File: config.mk
export PLATFORM = sky130hd
export DESIGN_NAME = osc_config_source_select
export DESIGN_NICKNAME = d
export VERILOG_FILES = /design/src/hdl/osc_config_pkg.sv /design/src/hdl/osc_config_source_select.sv
export VERILOG_INCLUDE_DIRS = /design/src /design/src/hdl
export SDC_FILE = /design/constraint.sdc
export NUM_CORES = 1
export LEC_CHECK = 0
export BUFFER_PORTS_ARGS = -buffer_cell sky130_fd_sc_hd__buf_4
export CAP_MARGIN = 0
export CORE_MARGIN = 2
export CORE_UTILIZATION = 44
export DETAILED_ROUTE_END_ITERATION = 10
export GPL_TIMING_DRIVEN = 0
export MAX_ROUTING_LAYER = met4
export PLACE_DENSITY = 0.72
export SETUP_SLACK_MARGIN = 0.4
export SYNTH_ARGS = -nofsm -noshare
export SYNTH_HDL_FRONTEND = slang
export SYNTH_SLANG_ARGS = --single-unit
File: constraint.sdc
create_clock -name aclk -period 1.7 [get_ports aclk]
set_clock_uncertainty 0.15 [all_clocks]
set_input_delay 0.085 -clock aclk [delete_from_list [all_inputs] [get_ports aclk]]
set_output_delay 0.085 -clock aclk [all_outputs]
set_load 0.03 [all_outputs]
File: src/hdl/osc_config_map.svh
// Offsets, field positions and encodings of the oscillator configuration block
`ifndef OSC_CONFIG_MAP_SVH
`define OSC_CONFIG_MAP_SVH

// Register byte offsets
`define OCM_SRC_CFG_OFS       4'h0
`define OCM_MODE_CFG_OFS      4'h4
`define OCM_CTRL_OFS          4'h8
`define OCM_STAT_OFS          4'hC

// Erased configuration word value
`define OCM_ERASED_WORD       16'hFFFF

// Source selection word fields
`define OCM_SRC_SEL_LSB       0
`define OCM_TWO_SPEED_BIT     7

// Mode word fields
`define OCM_PRIM_MODE_LSB     0
`define OCM_PIN2_FUNC_BIT     2
`define OCM_ONE_WAY_BIT       5
`define OCM_CSM_LSB           6

// Source selection codes
`define OCM_SRC_FAST_RC       3'h0
`define OCM_SRC_FAST_RC_PLL   3'h1
`define OCM_SRC_PRIMARY       3'h2
`define OCM_SRC_PRIMARY_PLL   3'h3
`define OCM_SRC_SECONDARY     3'h4
`define OCM_SRC_LOW_POWER_RC  3'h5
`define OCM_SRC_FAST_RC_DIV16 3'h6
`define OCM_SRC_FAST_RC_DIVN  3'h7

// Primary oscillator mode codes
`define OCM_PRIM_EXT_CLOCK    2'h0
`define OCM_PRIM_MEDIUM_XTAL  2'h1
`define OCM_PRIM_HIGH_XTAL    2'h2
`define OCM_PRIM_DISABLED     2'h3

// Control register fields
`define OCM_CTRL_NEW_SRC_LSB  0
`define OCM_CTRL_SWITCH_BIT   3
`define OCM_CTRL_PIN_LOCK_BIT 4
`define OCM_CTRL_GPIO_OUT_BIT 5
`define OCM_CTRL_GPIO_OE_BIT  6

// Status register fields
`define OCM_STAT_CUR_SRC_LSB  0
`define OCM_STAT_FAIL_BIT     4
`define OCM_STAT_TWO_SPD_BIT  5
`define OCM_STAT_SW_EN_BIT    6
`define OCM_STAT_MON_EN_BIT   7
`define OCM_STAT_VARIANT_LSB  8
`define OCM_STAT_XTAL_BIT     11
`define OCM_STAT_PPS_DONE_BIT 12

// Bus responses
`define OCM_RESP_OKAY         2'h0
`define OCM_RESP_SLVERR       2'h2

`endif

File: src/hdl/osc_config_pkg.sv
// Types shared by the oscillator configuration block
`default_nettype none
package osc_config_pkg;
  typedef enum logic [1:0] {
    BOOT_CAPTURE,
    BOOT_FAST_RC,
    BOOT_RUN
  } boot_state_t;

  typedef enum logic [2:0] {
    VAR_NONE,
    VAR_EXT_CLOCK,
    VAR_MEDIUM_XTAL,
    VAR_HIGH_XTAL,
    VAR_EXT_CLOCK_PLL,
    VAR_MEDIUM_XTAL_PLL,
    VAR_HIGH_XTAL_PLL
  } prim_variant_t;

  typedef logic [2:0]  src_sel_t;
  typedef logic [15:0] cfg_word_t;
endpackage
`default_nettype wire

File: src/hdl/osc_config_source_select.sv
// Oscillator configuration decode, reset source selection and register slave
//
// Chosen here: the AXI4-Lite interface to the registers and the address map.
`timescale 1ns/1ps
`default_nettype none
`include "osc_config_map.svh"

// Notes on behaviour
// Instruction clock is system clock halved
// Reset source from selection field; switching afterwards
// Decode eight source selection codes
// Erased configuration selects fast RC divide-by-N
// Decode two-bit primary oscillator mode field
// Primary PLL variant chosen by mode field
// Pin two: clock out or GPIO, not crystals; code tests the active source, so crystal modes free the pin on fast RC
// Decode clock switch and monitor enables
// Two-speed start: fast RC, then selected
// One-way bit limits pin mapping to once
// Programmer writes reserved bits as one
// Config words come from program memory
// Latch decoded configuration until power-on reset
module osc_config_source_select (
  input  wire logic                       aclk,             // System clock
  input  wire logic                       aresetn,          // Power-on reset, active low
  input  wire osc_config_pkg::cfg_word_t  nv_src_word,      // Source selection word from program memory
  input  wire osc_config_pkg::cfg_word_t  nv_mode_word,     // Mode word from program memory
  input  wire logic                       nv_programmed,    // Low while the configuration is erased
  input  wire logic                       source_ready,     // Requested source is stable
  input  wire logic                       clock_fail,       // Active source has failed
  input  wire logic                       osc_pin2_i,       // Second oscillator pin input
  output logic                            osc_pin2_o,       // Second oscillator pin output
  output logic                            osc_pin2_oe,      // Second oscillator pin drive enable
  output logic                            instr_clk_en,     // One-cycle instruction clock enable
  output osc_config_pkg::src_sel_t        active_source,    // Source now clocking the device
  output osc_config_pkg::src_sel_t        requested_source, // Source being started
  output osc_config_pkg::prim_variant_t   primary_variant,  // Primary oscillator variant in use
  output logic                            switch_enable,    // Clock switching permitted
  output logic                            monitor_enable,   // Fail-safe monitor enabled
  output logic                            pin_map_locked,   // Peripheral pin mapping locked
  input  wire logic [3:0]                 s_axi_awaddr,     // Write address
  input  wire logic                       s_axi_awvalid,    // Write address valid
  output logic                            s_axi_awready,    // Write address ready
  input  wire logic [31:0]                s_axi_wdata,      // Write data
  input  wire logic [3:0]                 s_axi_wstrb,      // Write byte strobes
  input  wire logic                       s_axi_wvalid,     // Write data valid
  output logic                            s_axi_wready,     // Write data ready
  output logic [1:0]                      s_axi_bresp,      // Write response
  output logic                            s_axi_bvalid,     // Write response valid
  input  wire logic                       s_axi_bready,     // Write response ready
  input  wire logic [3:0]                 s_axi_araddr,     // Read address
  input  wire logic                       s_axi_arvalid,    // Read address valid
  output logic                            s_axi_arready,    // Read address ready
  output logic [31:0]                     s_axi_rdata,      // Read data
  output logic [1:0]                      s_axi_rresp,      // Read response
  output logic                            s_axi_rvalid,     // Read data valid
  input  wire logic                       s_axi_rready      // Read response ready
);
  import osc_config_pkg::*;

  function automatic prim_variant_t variant_of(input src_sel_t src, input logic [1:0] mode);
    prim_variant_t v;
    v = VAR_NONE;
    if (src == `OCM_SRC_PRIMARY || src == `OCM_SRC_PRIMARY_PLL) begin
      case (mode)
        `OCM_PRIM_EXT_CLOCK:   v = (src == `OCM_SRC_PRIMARY) ? VAR_EXT_CLOCK : VAR_EXT_CLOCK_PLL;
        `OCM_PRIM_MEDIUM_XTAL: v = (src == `OCM_SRC_PRIMARY) ? VAR_MEDIUM_XTAL : VAR_MEDIUM_XTAL_PLL;
        `OCM_PRIM_HIGH_XTAL:   v = (src == `OCM_SRC_PRIMARY) ? VAR_HIGH_XTAL : VAR_HIGH_XTAL_PLL;
        default:               v = VAR_NONE;
      endcase
    end
    return v;
  endfunction

  function automatic logic is_crystal(input prim_variant_t v);
    return v == VAR_MEDIUM_XTAL || v == VAR_HIGH_XTAL || v == VAR_MEDIUM_XTAL_PLL || v == VAR_HIGH_XTAL_PLL;
  endfunction

  // Latched configuration
  boot_state_t   boot_q,      boot_d;
  cfg_word_t     src_cfg_q,   src_cfg_d;
  cfg_word_t     mode_cfg_q,  mode_cfg_d;
  src_sel_t      cur_src_q,   cur_src_d;
  src_sel_t      req_src_q,   req_src_d;
  logic          switching_q, switching_d;
  logic          fail_q,      fail_d;
  logic          div_q,       div_d;
  logic          pin_lock_q,  pin_lock_d;
  logic          pps_done_q,  pps_done_d;
  logic [2:0]    ctrl_src_q,  ctrl_src_d;
  logic          gpio_out_q,  gpio_out_d;
  logic          gpio_oe_q,   gpio_oe_d;
  // Bus state
  logic          aw_held_q,   aw_held_d;
  logic [3:0]    aw_addr_q,   aw_addr_d;
  logic          w_held_q,    w_held_d;
  logic [31:0]   w_data_q,    w_data_d;
  logic [3:0]    w_strb_q,    w_strb_d;
  logic          bvalid_q,    bvalid_d;
  logic [1:0]    bresp_q,     bresp_d;
  logic          rvalid_q,    rvalid_d;
  logic [31:0]   rdata_q,     rdata_d;
  logic [1:0]    rresp_q,     rresp_d;
  logic          sw_en;
  logic          mon_en;
  logic          one_way;
  logic          pin2_func;
  prim_variant_t variant;
  logic          wr_fire;
  logic [31:0]   stat_word;
  logic [31:0]   ctrl_word;

  // Decoded configuration fields
  always_comb begin
    sw_en     = ~mode_cfg_q[`OCM_CSM_LSB + 1];
    mon_en    = mode_cfg_q[`OCM_CSM_LSB + 1 -: 2] == 2'h0;
    one_way   = mode_cfg_q[`OCM_ONE_WAY_BIT];
    pin2_func = mode_cfg_q[`OCM_PIN2_FUNC_BIT];
    variant   = variant_of(cur_src_q, mode_cfg_q[`OCM_PRIM_MODE_LSB +: 2]);
    wr_fire   = aw_held_q && w_held_q && !bvalid_q;
    ctrl_word = {25'h000_0000, gpio_oe_q, gpio_out_q, pin_lock_q, switching_q, ctrl_src_q};
    stat_word = {19'h0_0000, pps_done_q, is_crystal(variant), variant, mon_en, sw_en,
                 boot_q == BOOT_FAST_RC, fail_q, 1'b0, cur_src_q};
  end

  // Clock source selection and configuration latch
  always_comb begin
    boot_d      = boot_q;
    src_cfg_d   = src_cfg_q;
    mode_cfg_d  = mode_cfg_q;
    cur_src_d   = cur_src_q;
    req_src_d   = req_src_q;
    switching_d = switching_q;
    fail_d      = fail_q;
    div_d       = ~div_q;
    pin_lock_d  = pin_lock_q;
    pps_done_d  = pps_done_q;
    ctrl_src_d  = ctrl_src_q;
    gpio_out_d  = gpio_out_q;
    gpio_oe_d   = gpio_oe_q;
    case (boot_q)
      BOOT_CAPTURE: begin
        // Words are sampled once after reset release and then frozen
        src_cfg_d  = nv_programmed ? nv_src_word : `OCM_ERASED_WORD;
        mode_cfg_d = nv_programmed ? nv_mode_word : `OCM_ERASED_WORD;
        req_src_d  = src_cfg_d[`OCM_SRC_SEL_LSB +: 3];
        if (src_cfg_d[`OCM_TWO_SPEED_BIT]) begin
          cur_src_d = `OCM_SRC_FAST_RC;
          boot_d    = BOOT_FAST_RC;
        end else begin
          cur_src_d = src_cfg_d[`OCM_SRC_SEL_LSB +: 3];
          boot_d    = BOOT_RUN;
        end
      end
      BOOT_FAST_RC: begin
        if (source_ready) begin
          cur_src_d = req_src_q;
          boot_d    = BOOT_RUN;
        end
      end
      BOOT_RUN: begin
        if (switching_q && source_ready) begin
          cur_src_d   = req_src_q;
          switching_d = 1'b0;
        end
      end
      default: boot_d = BOOT_CAPTURE;
    endcase
    if (wr_fire && w_strb_q[0]) begin
      if (aw_addr_q == `OCM_CTRL_OFS) begin
        ctrl_src_d = w_data_q[`OCM_CTRL_NEW_SRC_LSB +: 3];
        gpio_out_d = w_data_q[`OCM_CTRL_GPIO_OUT_BIT];
        gpio_oe_d  = w_data_q[`OCM_CTRL_GPIO_OE_BIT];
        // Switch requests only after start-up and only while permitted
        if (w_data_q[`OCM_CTRL_SWITCH_BIT] && sw_en && boot_q == BOOT_RUN && !switching_q) begin
          req_src_d   = w_data_q[`OCM_CTRL_NEW_SRC_LSB +: 3];
          switching_d = 1'b1;
        end
        if (w_data_q[`OCM_CTRL_PIN_LOCK_BIT]) begin
          pin_lock_d = 1'b1;
          pps_done_d = 1'b1;
        end else if (!(one_way && pps_done_q)) begin
          pin_lock_d = 1'b0;
        end
      end else if (aw_addr_q == `OCM_STAT_OFS && w_data_q[`OCM_STAT_FAIL_BIT]) begin
        fail_d = 1'b0;
      end
    end
    // Monitor falls back to fast RC; a failure beats a same-cycle clear
    if (clock_fail && mon_en && boot_q != BOOT_CAPTURE) begin
      fail_d      = 1'b1;
      cur_src_d   = `OCM_SRC_FAST_RC;
      req_src_d   = `OCM_SRC_FAST_RC;
      switching_d = 1'b0;
      boot_d      = BOOT_RUN;
    end
  end

  always_ff @(posedge aclk) begin
    if (!aresetn) begin
      boot_q      <= BOOT_CAPTURE;
      src_cfg_q   <= `OCM_ERASED_WORD;
      mode_cfg_q  <= `OCM_ERASED_WORD;
      cur_src_q   <= `OCM_SRC_FAST_RC_DIVN;
      req_src_q   <= `OCM_SRC_FAST_RC_DIVN;
      switching_q <= 1'b0;
      fail_q      <= 1'b0;
      div_q       <= 1'b0;
      pin_lock_q  <= 1'b0;
      pps_done_q  <= 1'b0;
      ctrl_src_q  <= `OCM_SRC_FAST_RC;
      gpio_out_q  <= 1'b0;
      gpio_oe_q   <= 1'b0;
    end else begin
      boot_q      <= boot_d;
      src_cfg_q   <= src_cfg_d;
      mode_cfg_q  <= mode_cfg_d;
      cur_src_q   <= cur_src_d;
      req_src_q   <= req_src_d;
      switching_q <= switching_d;
      fail_q      <= fail_d;
      div_q       <= div_d;
      pin_lock_q  <= pin_lock_d;
      pps_done_q  <= pps_done_d;
      ctrl_src_q  <= ctrl_src_d;
      gpio_out_q  <= gpio_out_d;
      gpio_oe_q   <= gpio_oe_d;
    end
  end

  // Register bus slave
  always_comb begin
    aw_held_d = aw_held_q;
    aw_addr_d = aw_addr_q;
    w_held_d  = w_held_q;
    w_data_d  = w_data_q;
    w_strb_d  = w_strb_q;
    bvalid_d  = bvalid_q;
    bresp_d   = bresp_q;
    rvalid_d  = rvalid_q;
    rdata_d   = rdata_q;
    rresp_d   = rresp_q;
    if (s_axi_awvalid && !aw_held_q) begin
      aw_held_d = 1'b1;
      aw_addr_d = s_axi_awaddr;
    end
    if (s_axi_wvalid && !w_held_q) begin
      w_held_d = 1'b1;
      w_data_d = s_axi_wdata;
      w_strb_d = s_axi_wstrb;
    end
    if (wr_fire) begin
      aw_held_d = 1'b0;
      w_held_d  = 1'b0;
      bvalid_d  = 1'b1;
      if (aw_addr_q == `OCM_CTRL_OFS || aw_addr_q == `OCM_STAT_OFS || aw_addr_q == `OCM_SRC_CFG_OFS
          || aw_addr_q == `OCM_MODE_CFG_OFS) begin
        bresp_d = `OCM_RESP_OKAY;
      end else begin
        bresp_d = `OCM_RESP_SLVERR;
      end
    end else if (bvalid_q && s_axi_bready) begin
      bvalid_d = 1'b0;
    end
    if (s_axi_arvalid && !rvalid_q) begin
      rvalid_d = 1'b1;
      rresp_d  = `OCM_RESP_OKAY;
      if (s_axi_araddr == `OCM_SRC_CFG_OFS) begin
        rdata_d = {16'h0000, src_cfg_q};
      end else if (s_axi_araddr == `OCM_MODE_CFG_OFS) begin
        rdata_d = {16'h0000, mode_cfg_q};
      end else if (s_axi_araddr == `OCM_CTRL_OFS) begin
        rdata_d = ctrl_word;
      end else if (s_axi_araddr == `OCM_STAT_OFS) begin
        rdata_d = stat_word;
      end else begin
        rdata_d = 32'h0000_0000;
        rresp_d = `OCM_RESP_SLVERR;
      end
    end else if (rvalid_q && s_axi_rready) begin
      rvalid_d = 1'b0;
    end
  end

  always_ff @(posedge aclk) begin
    if (!aresetn) begin
      aw_held_q <= 1'b0;
      aw_addr_q <= 4'h0;
      w_held_q  <= 1'b0;
      w_data_q  <= 32'h0000_0000;
      w_strb_q  <= 4'h0;
      bvalid_q  <= 1'b0;
      bresp_q   <= `OCM_RESP_OKAY;
      rvalid_q  <= 1'b0;
      rdata_q   <= 32'h0000_0000;
      rresp_q   <= `OCM_RESP_OKAY;
    end else begin
      aw_held_q <= aw_held_d;
      aw_addr_q <= aw_addr_d;
      w_held_q  <= w_held_d;
      w_data_q  <= w_data_d;
      w_strb_q  <= w_strb_d;
      bvalid_q  <= bvalid_d;
      bresp_q   <= bresp_d;
      rvalid_q  <= rvalid_d;
      rdata_q   <= rdata_d;
      rresp_q   <= rresp_d;
    end
  end

  // Outputs
  always_comb begin
    s_axi_awready    = !aw_held_q;
    s_axi_wready     = !w_held_q;
    s_axi_bvalid     = bvalid_q;
    s_axi_bresp      = bresp_q;
    s_axi_arready    = !rvalid_q;
    s_axi_rvalid     = rvalid_q;
    s_axi_rdata      = rdata_q;
    s_axi_rresp      = rresp_q;
    instr_clk_en     = div_q;
    active_source    = cur_src_q;
    requested_source = req_src_q;
    primary_variant  = variant;
    switch_enable    = sw_en;
    monitor_enable   = mon_en;
    pin_map_locked   = pin_lock_q;
    if (is_crystal(variant) || boot_q == BOOT_CAPTURE) begin
      osc_pin2_o  = 1'b0;
      osc_pin2_oe = 1'b0;
    end else if (pin2_func) begin
      osc_pin2_o  = div_q;
      osc_pin2_oe = 1'b1;
    end else begin
      osc_pin2_o  = gpio_out_q;
      osc_pin2_oe = gpio_oe_q;
    end
  end

  logic unused_pin;
  assign unused_pin = osc_pin2_i;
endmodule
`default_nettype wire

==> impl_metrics.json, run 1 <==
{
  "status": "complete, but fails checks",
  "failed_checks": "negative setup slack",
  "antenna_left": 0,
  "grtUsageTotal": 0.282,
  "fin_nets": 713,
  "drive_gt1_frac": 0.420,
  "cts_max_level": 3,
  "hold-path-endpoint": "src_cfg_q[7]",
  "first_iter_violations": 277,
  "hold_path_class": "primary input to flip-flop",
  "synth-edff-count": 0,
  "io_pins": 143,
  "clock.fmax_ghz": 0.525,
  "cts_sinks": 84,
  "dp_hpwl_um": 7930,
  "start_kind": "flip-flop",
  "wirelength_um": 13900,
  "drc": 0,
  "setup_ws_ns": -0.204,
  "vias": 4113,
  "min_period_ns": 1.90,
  "fin_crit_sh": 1.12,
  "grt_max_degree": 14,
  "overflow": 0,
  "slowest_delay_ns": 0.39,
  "synth.avg_cell_area_um2": 8.76,
  "post_drt_wl_per_cell_um": 19.0,
  "path_clk_slew_ns": 0.09,
  "seq_area_frac_synth": 0.455,
  "core_area_um2": 8180,
  "cts_tree": "built",
  "cts_made_buffers": 9,
  "ys_warn_count": 0,
  "arrival_ns": 1.67,
  "rsz0062_at_grt": "true",
  "clockRootBuffer": "clkbuf_8",
  "crit_fanout": 3,
  "dr.pass1.iters": 5,
  "synth_cell_types": 44,
  "yosysTopAreaCellShare": 0.455,
  "yosys-top-cells-area": "dfxtp_1 45%, mux2i_1 7.9%, o22ai_1 5.9%, nor2_1 5.2%, nand2_1 4.9%",
  "hold_viol": 0,
  "power_mw": 8.22,
  "synth.most_common_cell": "dfxtp_1",
  "p_per_area_nw_per_um2": 1300,
  "min-delay-start": "nv_src_word[7]",
  "die_x_um": 95.7,
  "synth_ff_type": "dfxtp_1",
  "rows": 33,
  "ys_seq_elements": 84,
  "synth-simple-area-share": 0.180,
  "r2r_end": "active_source[1]",
  "port-buffer-count": 94,
  "areaGrowthSynthToFinish_pct": 71.3,
  "syn_area_um2": 3700,
  "synthMuxAreaShare": 0.0998,
  "p_leak_nw": 2.70,
  "worstReg2RegStart": "boot_q[1]",
  "start_util": 0.452,
  "grt_pass1_wl_um": 18900,
  "report.final.slew_viol_count": 0,
  "clk_latency_ns": 0.36,
  "hold_depth": 5,
  "synthXorXnorAreaFrac": 0.00237,
  "ir_drop_uv": 752,
  "tightest_slew_ns": 0.613,
  "reg2reg_slack_ns": -0.18,
  "cp-end-kind": "output port",
  "synth_compound_area_frac": 0.169,
  "die-area_um2": 9150,
  "cp.depth": 7,
  "critPathSlowestCell": "dfxtp_4",
  "crit_top_cell": "clkbuf_16",
  "setup.worst_path.class": "flip-flop to output port",
  "antenna_found_initial": 0,
  "ys_async_sr_fraction": 0,
  "vias_per_cell": 5.60,
  "synth_top_cells_by_count": "84 x dfxtp_1, 51 x nor2_1, 48 x nand2_1, 35 x o22ai_1, 29 x mux2i_1",
  "yosys.area.top_type": "dfxtp_1",
  "fin_area_um2": 6330,
  "synth_top_family_by_area": "simple AND/OR/NAND/NOR gates",
  "cap_violations": 0,
  "grt_pass1_vias": 3765,
  "r2r_cells": 7,
  "die_y_um": 95.7,
  "synth_adder_area_share": 0.0102,
  "clock_path_buffers": 2,
  "synthCells": 422,
  "path_cells": "inv_4 -> ha_4 -> clkbuf_16 -> clkbuf_16 -> buf_12 -> nor3_4 -> buf_6",
  "gp_congestion": 0.864,
  "crit_family": "buffers and inverters",
  "worst_ep_required_time_ns": 1.46,
  "setup_viol": 38,
  "slew_headroom": 0.591,
  "place_area_um2": 4870,
  "path_buf_inv": 5
}
-- worst reg2reg max path, delay by kind of cell, from the launching register on --
kind	cells	cell delay, ns
compound gates	1	0.30
fa+ha+maj	1	0.15
buf+inv	4	0.52
flops	1	0.39
simple gates	1	0.27
-- registers in the layout, indices dropped and copies added (netlist names), 2 cells and up --
register	flops
mode_cfg_q	16
s_axi_rdata	16
src_cfg_q	16
w_data_q	7
aw_addr_q	4
active_source	3
ctrl_src_q	3
requested_source	3
boot_q	2
-- cells by family (layout without fill, tap and decap cells) --
kind of cell | count (synthesis) | count (layout)
buf+inv | 58 | 246
fa+ha+maj | 3 | 3
flops | 84 | 84
xor+xnor | 1 | 1
compound gates | 98 | 98
simple gates | 141 | 142
mux | 36 | 36
other cells | 1 | 19
-- power breakdown --
part | total, mW | switching (mW) | internal [mW]
logic | 4.08 | 2.08 | 2.00
clock network | 1.59 | 0.726 | 0.859
registers | 2.56 | 0.301 | 2.26
-- stage by stage --
step,hold WS [ns],setup slack [ns],cells,utilization,TNS (ns)
2_1_floorplan,0.0508,0.0577,439,-,0
3_3_place_gp,0.146,-0.0514,638,0.596,-0.106
3_5_place_dp,0.156,-0.0587,638,0.596,-0.185
4_1_cts,-0.0127,-0.172,724,0.739,-0.852
5_1_grt,0.0414,-0.210,733,0.775,-3.89
6_report,0.0118,-0.204,734,0.775,-2.50
-- worst max path at each step --
stage          slack (ns)          start                  end
3_5_place_dp        -0.06  mode_cfg_q[7]     active_source[0]
2_1_floorplan        0.06   aw_addr_q[0]  requested_source[0]
5_1_grt             -0.21      boot_q[1]     active_source[1]
6_report            -0.20      boot_q[1]          osc_pin2_oe
3_3_place_gp        -0.05  mode_cfg_q[7]     active_source[0]
4_1_cts             -0.17      boot_q[1]           osc_pin2_o
-- placed cells by master, fill, tap and decap left out, drive strengths merged, types with 3 or more instances in the layout --
| cell | Yosys | final |
|---|---|---|
| nor3 | 11 | 11 |
| o22ai | 35 | 35 |
| mux2i | 29 | 29 |
| a22oi | 5 | 5 |
| nand2b | 6 | 6 |
| nand2 | 48 | 49 |
| buf | 29 | 155 |
| nor2 | 51 | 51 |
| or2 | 3 | 3 |
| dfxtp | 84 | 84 |
| inv | 11 | 11 |
| o21ai | 16 | 16 |
| clkinv | 1 | 3 |
| mux2 | 7 | 7 |
| o22a | 3 | 3 |
| dlygate4sd3 | 0 | 50 |
| a311o | 3 | 3 |
| a21oi | 23 | 23 |
| o221ai | 6 | 6 |
| clkbuf | 17 | 24 |
| nor2b | 10 | 10 |
| conb | 1 | 18 |
| ha | 3 | 3 |
-- layout make-up --
class	count	area (um^2)
sequential	84	1720
timing repair buffer	172	1520
fill	495	1840
clock inverter	5	75.1
buffer	46	445
antenna	1	2.50
tap	105	131
inverter	12	50.0
multi-input combinational	298	2250
clock buffer	11	141
-- layer usage --
layer / wire (um) / track usage / up-vias
li1: - / - / 1848
met1: 5500 / 0.344 / 1960
met2: 6870 / 0.467 / 234
met3: 977 / 0.0395 / 71
met4: 588 / 0.121 / 0
met5: 0 / - / -
-- repair_timing --
action,in CTS,in global routing
endpoints found under the hold margin,50,0
pin swaps,16,15
hold buffers,50,0
gates cloned,1,2
gates resized for setup,61,52
endpoints found under the setup margin,80,83
buffers inserted,19,7
(Power assumes the default switching activity.)
==> run 2, diff against run 1 <==
--- a/constraint.sdc
+++ b/constraint.sdc
@@ -3,3 +3,3 @@
 set_input_delay 0.085 -clock aclk [delete_from_list [all_inputs] [get_ports aclk]]
 set_output_delay 0.085 -clock aclk [all_outputs]
-set_load 0.03 [all_outputs]
+set_load 0.01 [all_outputs]
==> run 2 against run 1 <==
Net effect: the flow finishes with violations (negative hold slack, negative setup slack); sequential cell count unchanged; worst setup slack better by 0.027 ns; first-iteration DRC count increased by 3.2%; largest cell class unchanged.
==> impl_metrics.json, run 2 (same netlist as run 1, synthesis figures left out) <==
{
  "dp_slack_ns": -0.0479,
  "die_x_um": 95.7,
  "gp_congestion": 0.893,
  "cp-end-kind": "output port",
  "drc": 0,
  "clockRootBuffer": "clkbuf_8",
  "drive_gt1_frac": 0.465,
  "path_cells": "inv_4 -> ha_4 -> clkbuf_16 -> clkbuf_16 -> buf_12 -> nor3_4 -> buf_6",
  "report.final.slew_viol_count": 0,
  "die-area_um2": 9150,
  "setup.worst_path.class": "flip-flop to output port",
  "grt_max_degree": 16,
  "fill_cells": 464,
  "finalSetupTns_ns": -1.74,
  "crit_top_cell": "clkbuf_16",
  "setup_ws_ns": -0.176,
  "vias": 4186,
  "finalNonFillerCells": 742,
  "crit_family": "buffers and inverters",
  "tightest_slew_ns": 0.708,
  "place_inst": 638,
  "post_drt_wl_per_cell_um": 19.7,
  "cts_sinks": 84,
  "min-delay-start": "nv_src_word[7]",
  "ir_drop_uv": 724,
  "layout_common_cells": "126 x buf_4, 70 x dfxtp_1, 49 x dlygate4sd3_1",
  "wirelength_um": 14600,
  "start_kind": "flip-flop",
  "min_period_ns": 1.88,
  "slew_headroom": 0.528,
  "start_util": 0.452,
  "clock_path_buffers": 2,
  "cts_tree": "built",
  "dp_hpwl_um": 8040,
  "cts_max_level": 3,
  "overflow": 0,
  "critPathSlowestCell": "dfxtp_2",
  "grtUsageTotal": 0.276,
  "hold_path_class": "primary input to flip-flop",
  "vias_per_cell": 5.64,
  "reg2reg_slack_ns": -0.17,
  "grt_pass1_wl_um": 18600,
  "hold_viol": 1,
  "r2r_end": "requested_source[1]",
  "hold_depth": 5,
  "rows": 33,
  "core_area_um2": 8180,
  "fin_nets": 722,
  "antenna_found_initial": 0,
  "p_leak_nw": 2.80,
  "first_iter_violations": 286,
  "clock.fmax_ghz": 0.533,
  "cap_violations": 0,
  "p_per_area_nw_per_um2": 1350,
  "worst_ep_required_time_ns": 1.46,
  "hold-path-endpoint": "src_cfg_q[7]",
  "fin_crit_sh": 1.10,
  "final_common_cell": "buf_4",
  "slowest_delay_ns": 0.36,
  "io_pins": 143,
  "antenna_left": 0,
  "num_antenna_cells": 0,
  "hold_ws_ns": -0.0164,
  "cp.depth": 7,
  "status": "complete, but fails checks",
  "areaGrowthSynthToFinish_pct": 78.7,
  "die_y_um": 95.7,
  "cts_made_buffers": 9,
  "failed_checks": "negative hold slack, negative setup slack",
  "r2r_cells": 8,
  "dr.pass1.iters": 5,
  "clk_latency_ns": 0.38,
  "rsz0062_at_grt": "true",
  "crit_fanout": 4,
  "path_clk_slew_ns": 0.10,
  "worstReg2RegStart": "boot_q[0]",
  "path_buf_inv": 5,
  "arrival_ns": 1.64,
  "setup_viol": 30,
  "port-buffer-count": 94,
  "grt_pass1_vias": 3730
}
-- run 2: layout make-up --
cell class                 instances  area (um^2)  area share
inverter                          12         47.5     0.00719
buffer                            46          444      0.0672
sequential                        84         1710       0.259
timing repair buffer             182         1670       0.252
clock inverter                     6         68.8      0.0104
multi-input combinational        297         2400       0.364
tap                              105          131      0.0199
clock buffer                      10          138      0.0208
-- run 2: per-layer routing --
metal / GRT usage / wire (um)
met1: 0.345 / 5670
met2: 0.432 / 7020
met3: 0.0585 / 1220
met4: 0.117 / 679
met5: - / 0
-- run 2: worst max-delay path by stage --
| stage | startpoint | to | slack, ns |
|---|---|---|---|
| global route | boot_q[0] | requested_source[1] | -0.24 |
| finish | boot_q[0] | osc_pin2_oe | -0.18 |
| CTS | boot_q[1] | osc_pin2_oe | -0.20 |
| detailed placement | aw_addr_q[0] | requested_source[1] | -0.05 |
| floorplan | aw_addr_q[0] | requested_source[0] | 0.06 |
| global placement | mode_cfg_q[7] | active_source[0] | -0.01 |
-- run 2: repair_timing --
action / 4_1_cts / 5_1_grt
pin swaps: 10 / 21
setup endpoints to repair: 74 / 81
hold buffers: 49 / 0
cloned: 0 / 2
setup buffers: 17 / 20
gates resized for setup: 55 / 98
endpoints found under the hold margin: 53 / 0
-- run 2: through the flow --
| step | area, um^2 | total power, mW | utilization |
|---|---|---|---|
| floorplan | 4030 | 4.25 | - |
| CTS | 5930 | 7.23 | 0.725 |
| global placement | 4860 | 4.95 | 0.595 |
| global route | 6610 | 9.24 | 0.808 |
| finish | 6610 | 8.95 | 0.808 |
| detailed placement | 4860 | 5.03 | 0.595 |
-- run 2: power by group --
part	internal [mW]	switching, mW	total, mW
clock	0.733	0.815	1.55
combinational	2.63	2.22	4.85
sequential	2.25	0.310	2.56
total	5.61	3.34	8.95
-- run 2: tightest hold or removal path: stages --
cell	delay [ns]
buf_4	0.08
nor2b_1	0.11
nand2_1	0.11
o21ai_2	0.05
nand2_1	0.05
==> run 3, diff against run 2 <==
ABC_AREA = 1   (was not set)
CORE_UTILIZATION = 45   (was 44)
PLACE_DENSITY = 0.79   (was 0.72)
==> run 3 against run 2 <==
Net effect: the run ends with negative setup slack left; clock power up 6%; final cell count up 13%; final area is 3.7% lower; synthesized cell count is 25% higher.
==> impl_metrics.json, run 3 <==
{
  "cp.depth": 8,
  "crit_family": "buffers and inverters",
  "power_mw": 7.90,
  "yosys-top-cells-area": "dfxtp_1 43%, nand2_1 12%, nor2_1 5.5%, o22ai_1 4.9%, inv_1 4.2%",
  "synth_compound_area_frac": 0.163,
  "synth-edff-count": 0,
  "status": "complete, but fails checks",
  "cp-end-kind": "output port",
  "grt_pass1_wl_um": 20700,
  "synthXorXnorAreaFrac": 0,
  "cts_sinks": 84,
  "gp_congestion": 0.960,
  "rsz0062_at_grt": "true",
  "tightest_slew_ns": 0.821,
  "dp_hpwl_um": 8310,
  "r2r_cells": 10,
  "cts_made_buffers": 9,
  "vias_per_cell": 5.59,
  "dr.pass1.iters": 6,
  "pwr-share-seq": 0.323,
  "port-buffer-count": 95,
  "synth_ff_type": "dfxtp_1",
  "cts_max_level": 3,
  "die_y_um": 96.7,
  "hold_path_class": "primary input to flip-flop",
  "internal_power_mw": 4.87,
  "path_clk_slew_ns": 0.09,
  "overflow": 0,
  "slowest_delay_ns": 0.35,
  "path_cells": "inv_2 -> ha_4 -> buf_6 -> inv_4 -> buf_6 -> nand2_4 -> nor2_4 -> buf_6",
  "ys_warn_count": 0,
  "post_drt_wl_per_cell_um": 18.3,
  "grtUsageTotal": 0.283,
  "swShare": 0.384,
  "clock.fmax_ghz": 0.576,
  "synth-simple-area-share": 0.269,
  "fin_crit_sh": 1.02,
  "layout_common_cells": "132 x buf_4, 99 x nand2_1, 69 x dfxtp_1",
  "synth_top_cells_by_count": "120 x nand2_1, 84 x dfxtp_1, 57 x nor2_1, 43 x inv_1, 30 x o22ai_1",
  "drive_gt1_frac": 0.423,
  "worst_ep_required_time_ns": 1.46,
  "path_buf_inv": 5,
  "synth_adder_area_share": 0.00970,
  "hold_viol": 0,
  "arrival_ns": 1.50,
  "p_clk_frac": 0.209,
  "yosysTopAreaCellShare": 0.435,
  "synth_cell_types": 31,
  "drc": 0,
  "synth_top_family_by_area": "simple AND/OR/NAND/NOR gates",
  "slew_headroom": 0.452,
  "antenna_left": 0,
  "die-area_um2": 9350,
  "report.final.slew_viol_count": 0,
  "p_per_area_nw_per_um2": 1240,
  "vias": 4710,
  "finalSetupTns_ns": -0.0644,
  "syn_area_um2": 3870,
  "io_pins": 143,
  "power.switching_mw": 3.03,
  "areaGrowthSynthToFinish_pct": 64.5,
  "die_x_um": 96.7,
  "synth.avg_cell_area_um2": 7.35,
  "start_kind": "flip-flop",
  "p_leak_nw": 2.90,
  "seq_area_frac_synth": 0.435,
  "fin_nets": 822,
  "combinationalPowerShare": 0.468,
  "synthMuxAreaShare": 0.00259,
  "ys_seq_elements": 84,
  "cts_tree": "built",
  "yosys.area.top_type": "dfxtp_1",
  "setup_viol": 3,
  "num_antenna_cells": 0,
  "failed_checks": "negative setup slack",
  "min_period_ns": 1.74,
  "ys_async_sr_fraction": 0,
  "final_common_cell": "buf_4",
  "ir_drop_uv": 664,
  "cap_violations": 0,
  "antenna_found_initial": 0,
  "core_area_um2": 8260,
  "grt_pass1_vias": 4292,
  "synthCells": 526,
  "crit_fanout": 2,
  "setup.worst_path.class": "flip-flop to output port",
  "rows": 33,
  "start_util": 0.468,
  "clk_latency_ns": 0.37,
  "setup_ws_ns": -0.0352,
  "clock_path_buffers": 2,
  "fill_cells": 499,
  "critPathSlowestCell": "dfxtp_2",
  "wirelength_um": 15400,
  "hold_depth": 4,
  "crit_top_cell": "buf_6",
  "synth.most_common_cell": "nand2_1",
  "grt_max_degree": 15,
  "first_iter_violations": 604,
  "clockRootBuffer": "clkbuf_8"
}
-- run 3: cell types whose count changed in the layout (fill, tap and decap cells not counted), sizes merged, moves of 11 or more --
cell | before | now
nand2 | 48 | 133
inv | 14 | 49
mux2i | 29 | 1
nand3 | 2 | 25
o21ai | 16 | 35
a21oi | 23 | 34
nor2 | 51 | 62
-- run 3: what timing repair did --
action / CTS / global route
hold buffers: 52 / 0
gates resized for setup: 75 / 84
gates cloned: 2 / 0
buffers inserted: 18 / 11
setup endpoints to repair: 66 / 76
pin swaps: 16 / 30
hold endpoints to repair: 57 / 0
-- run 3: power by group through the flow --
stage	clock network, mW	logic (mW)	registers, mW
5_1_grt	1.72	3.86	2.57
4_1_cts	1.61	2.89	2.50
3_3_place_gp	0	2.07	2.51
2_1_floorplan	0	1.43	2.50
6_report	1.65	3.70	2.55
3_5_place_dp	0	2.15	2.52
-- run 3: routing by layer --
| layer | wire length (um) | up-vias | global-route usage |
|---|---|---|---|
| li1 | - | 2098 | - |
| met1 | 5570 | 2159 | 0.314 |
| met2 | 7610 | 352 | 0.478 |
| met3 | 1280 | 101 | 0.0491 |
| met4 | 943 | 0 | 0.163 |
| met5 | 0 | - | - |
-- run 3: cell type report --
type	instances	area (um^2)	share of cell area
inverter	52	205	0.0322
multi-input combinational	364	2200	0.346
clock inverter	5	83.8	0.0132
tap	105	131	0.0206
sequential	84	1710	0.269
clock buffer	11	141	0.0222
buffer	43	338	0.0531
timing repair buffer	178	1560	0.244
-- run 3: tightest hold or removal path, cell delays in order --
cell	delay, ns
buf_4	0.11
clkinv_1	0.20
a21oi_2	0.05
nand2_1	0.06
-- run 3: kinds of logic after synthesis --
kind of cell | after synthesis
other | 1
multiplexers | 1
buffers and inverters | 95
AND/OR/NAND/NOR | 233
AO/OA/AOI/OAI | 109
adder cells (fa/ha/maj) | 3
flip-flops | 84
-- run 3: stage by stage --
stage	setup slack [ns]	utilization	hold WS, ns	instances	cell area, um^2
global route	-0.0517	0.771	0.0428	842	6360
finish	-0.0352	0.771	0.0227	842	6360
floorplan	0.308	-	0.0621	543	4000
CTS	0.00639	0.725	0.00536	831	5990
detailed placement	0.151	0.587	0.156	743	4840
global placement	0.181	0.587	0.150	743	4840
-- run 3: path summary, 6_finish.rpt --
check / slack, ns / to / start
worst min register to register: 0.33 / ctrl_src_q[0] / w_data_q[0]
worst max-delay path: -0.04 / osc_pin2_oe / boot_q[0]
worst min-delay path: 0.02 / src_cfg_q[7] / aresetn
worst max register to register: -0.02 / requested_source[2] / boot_q[1]
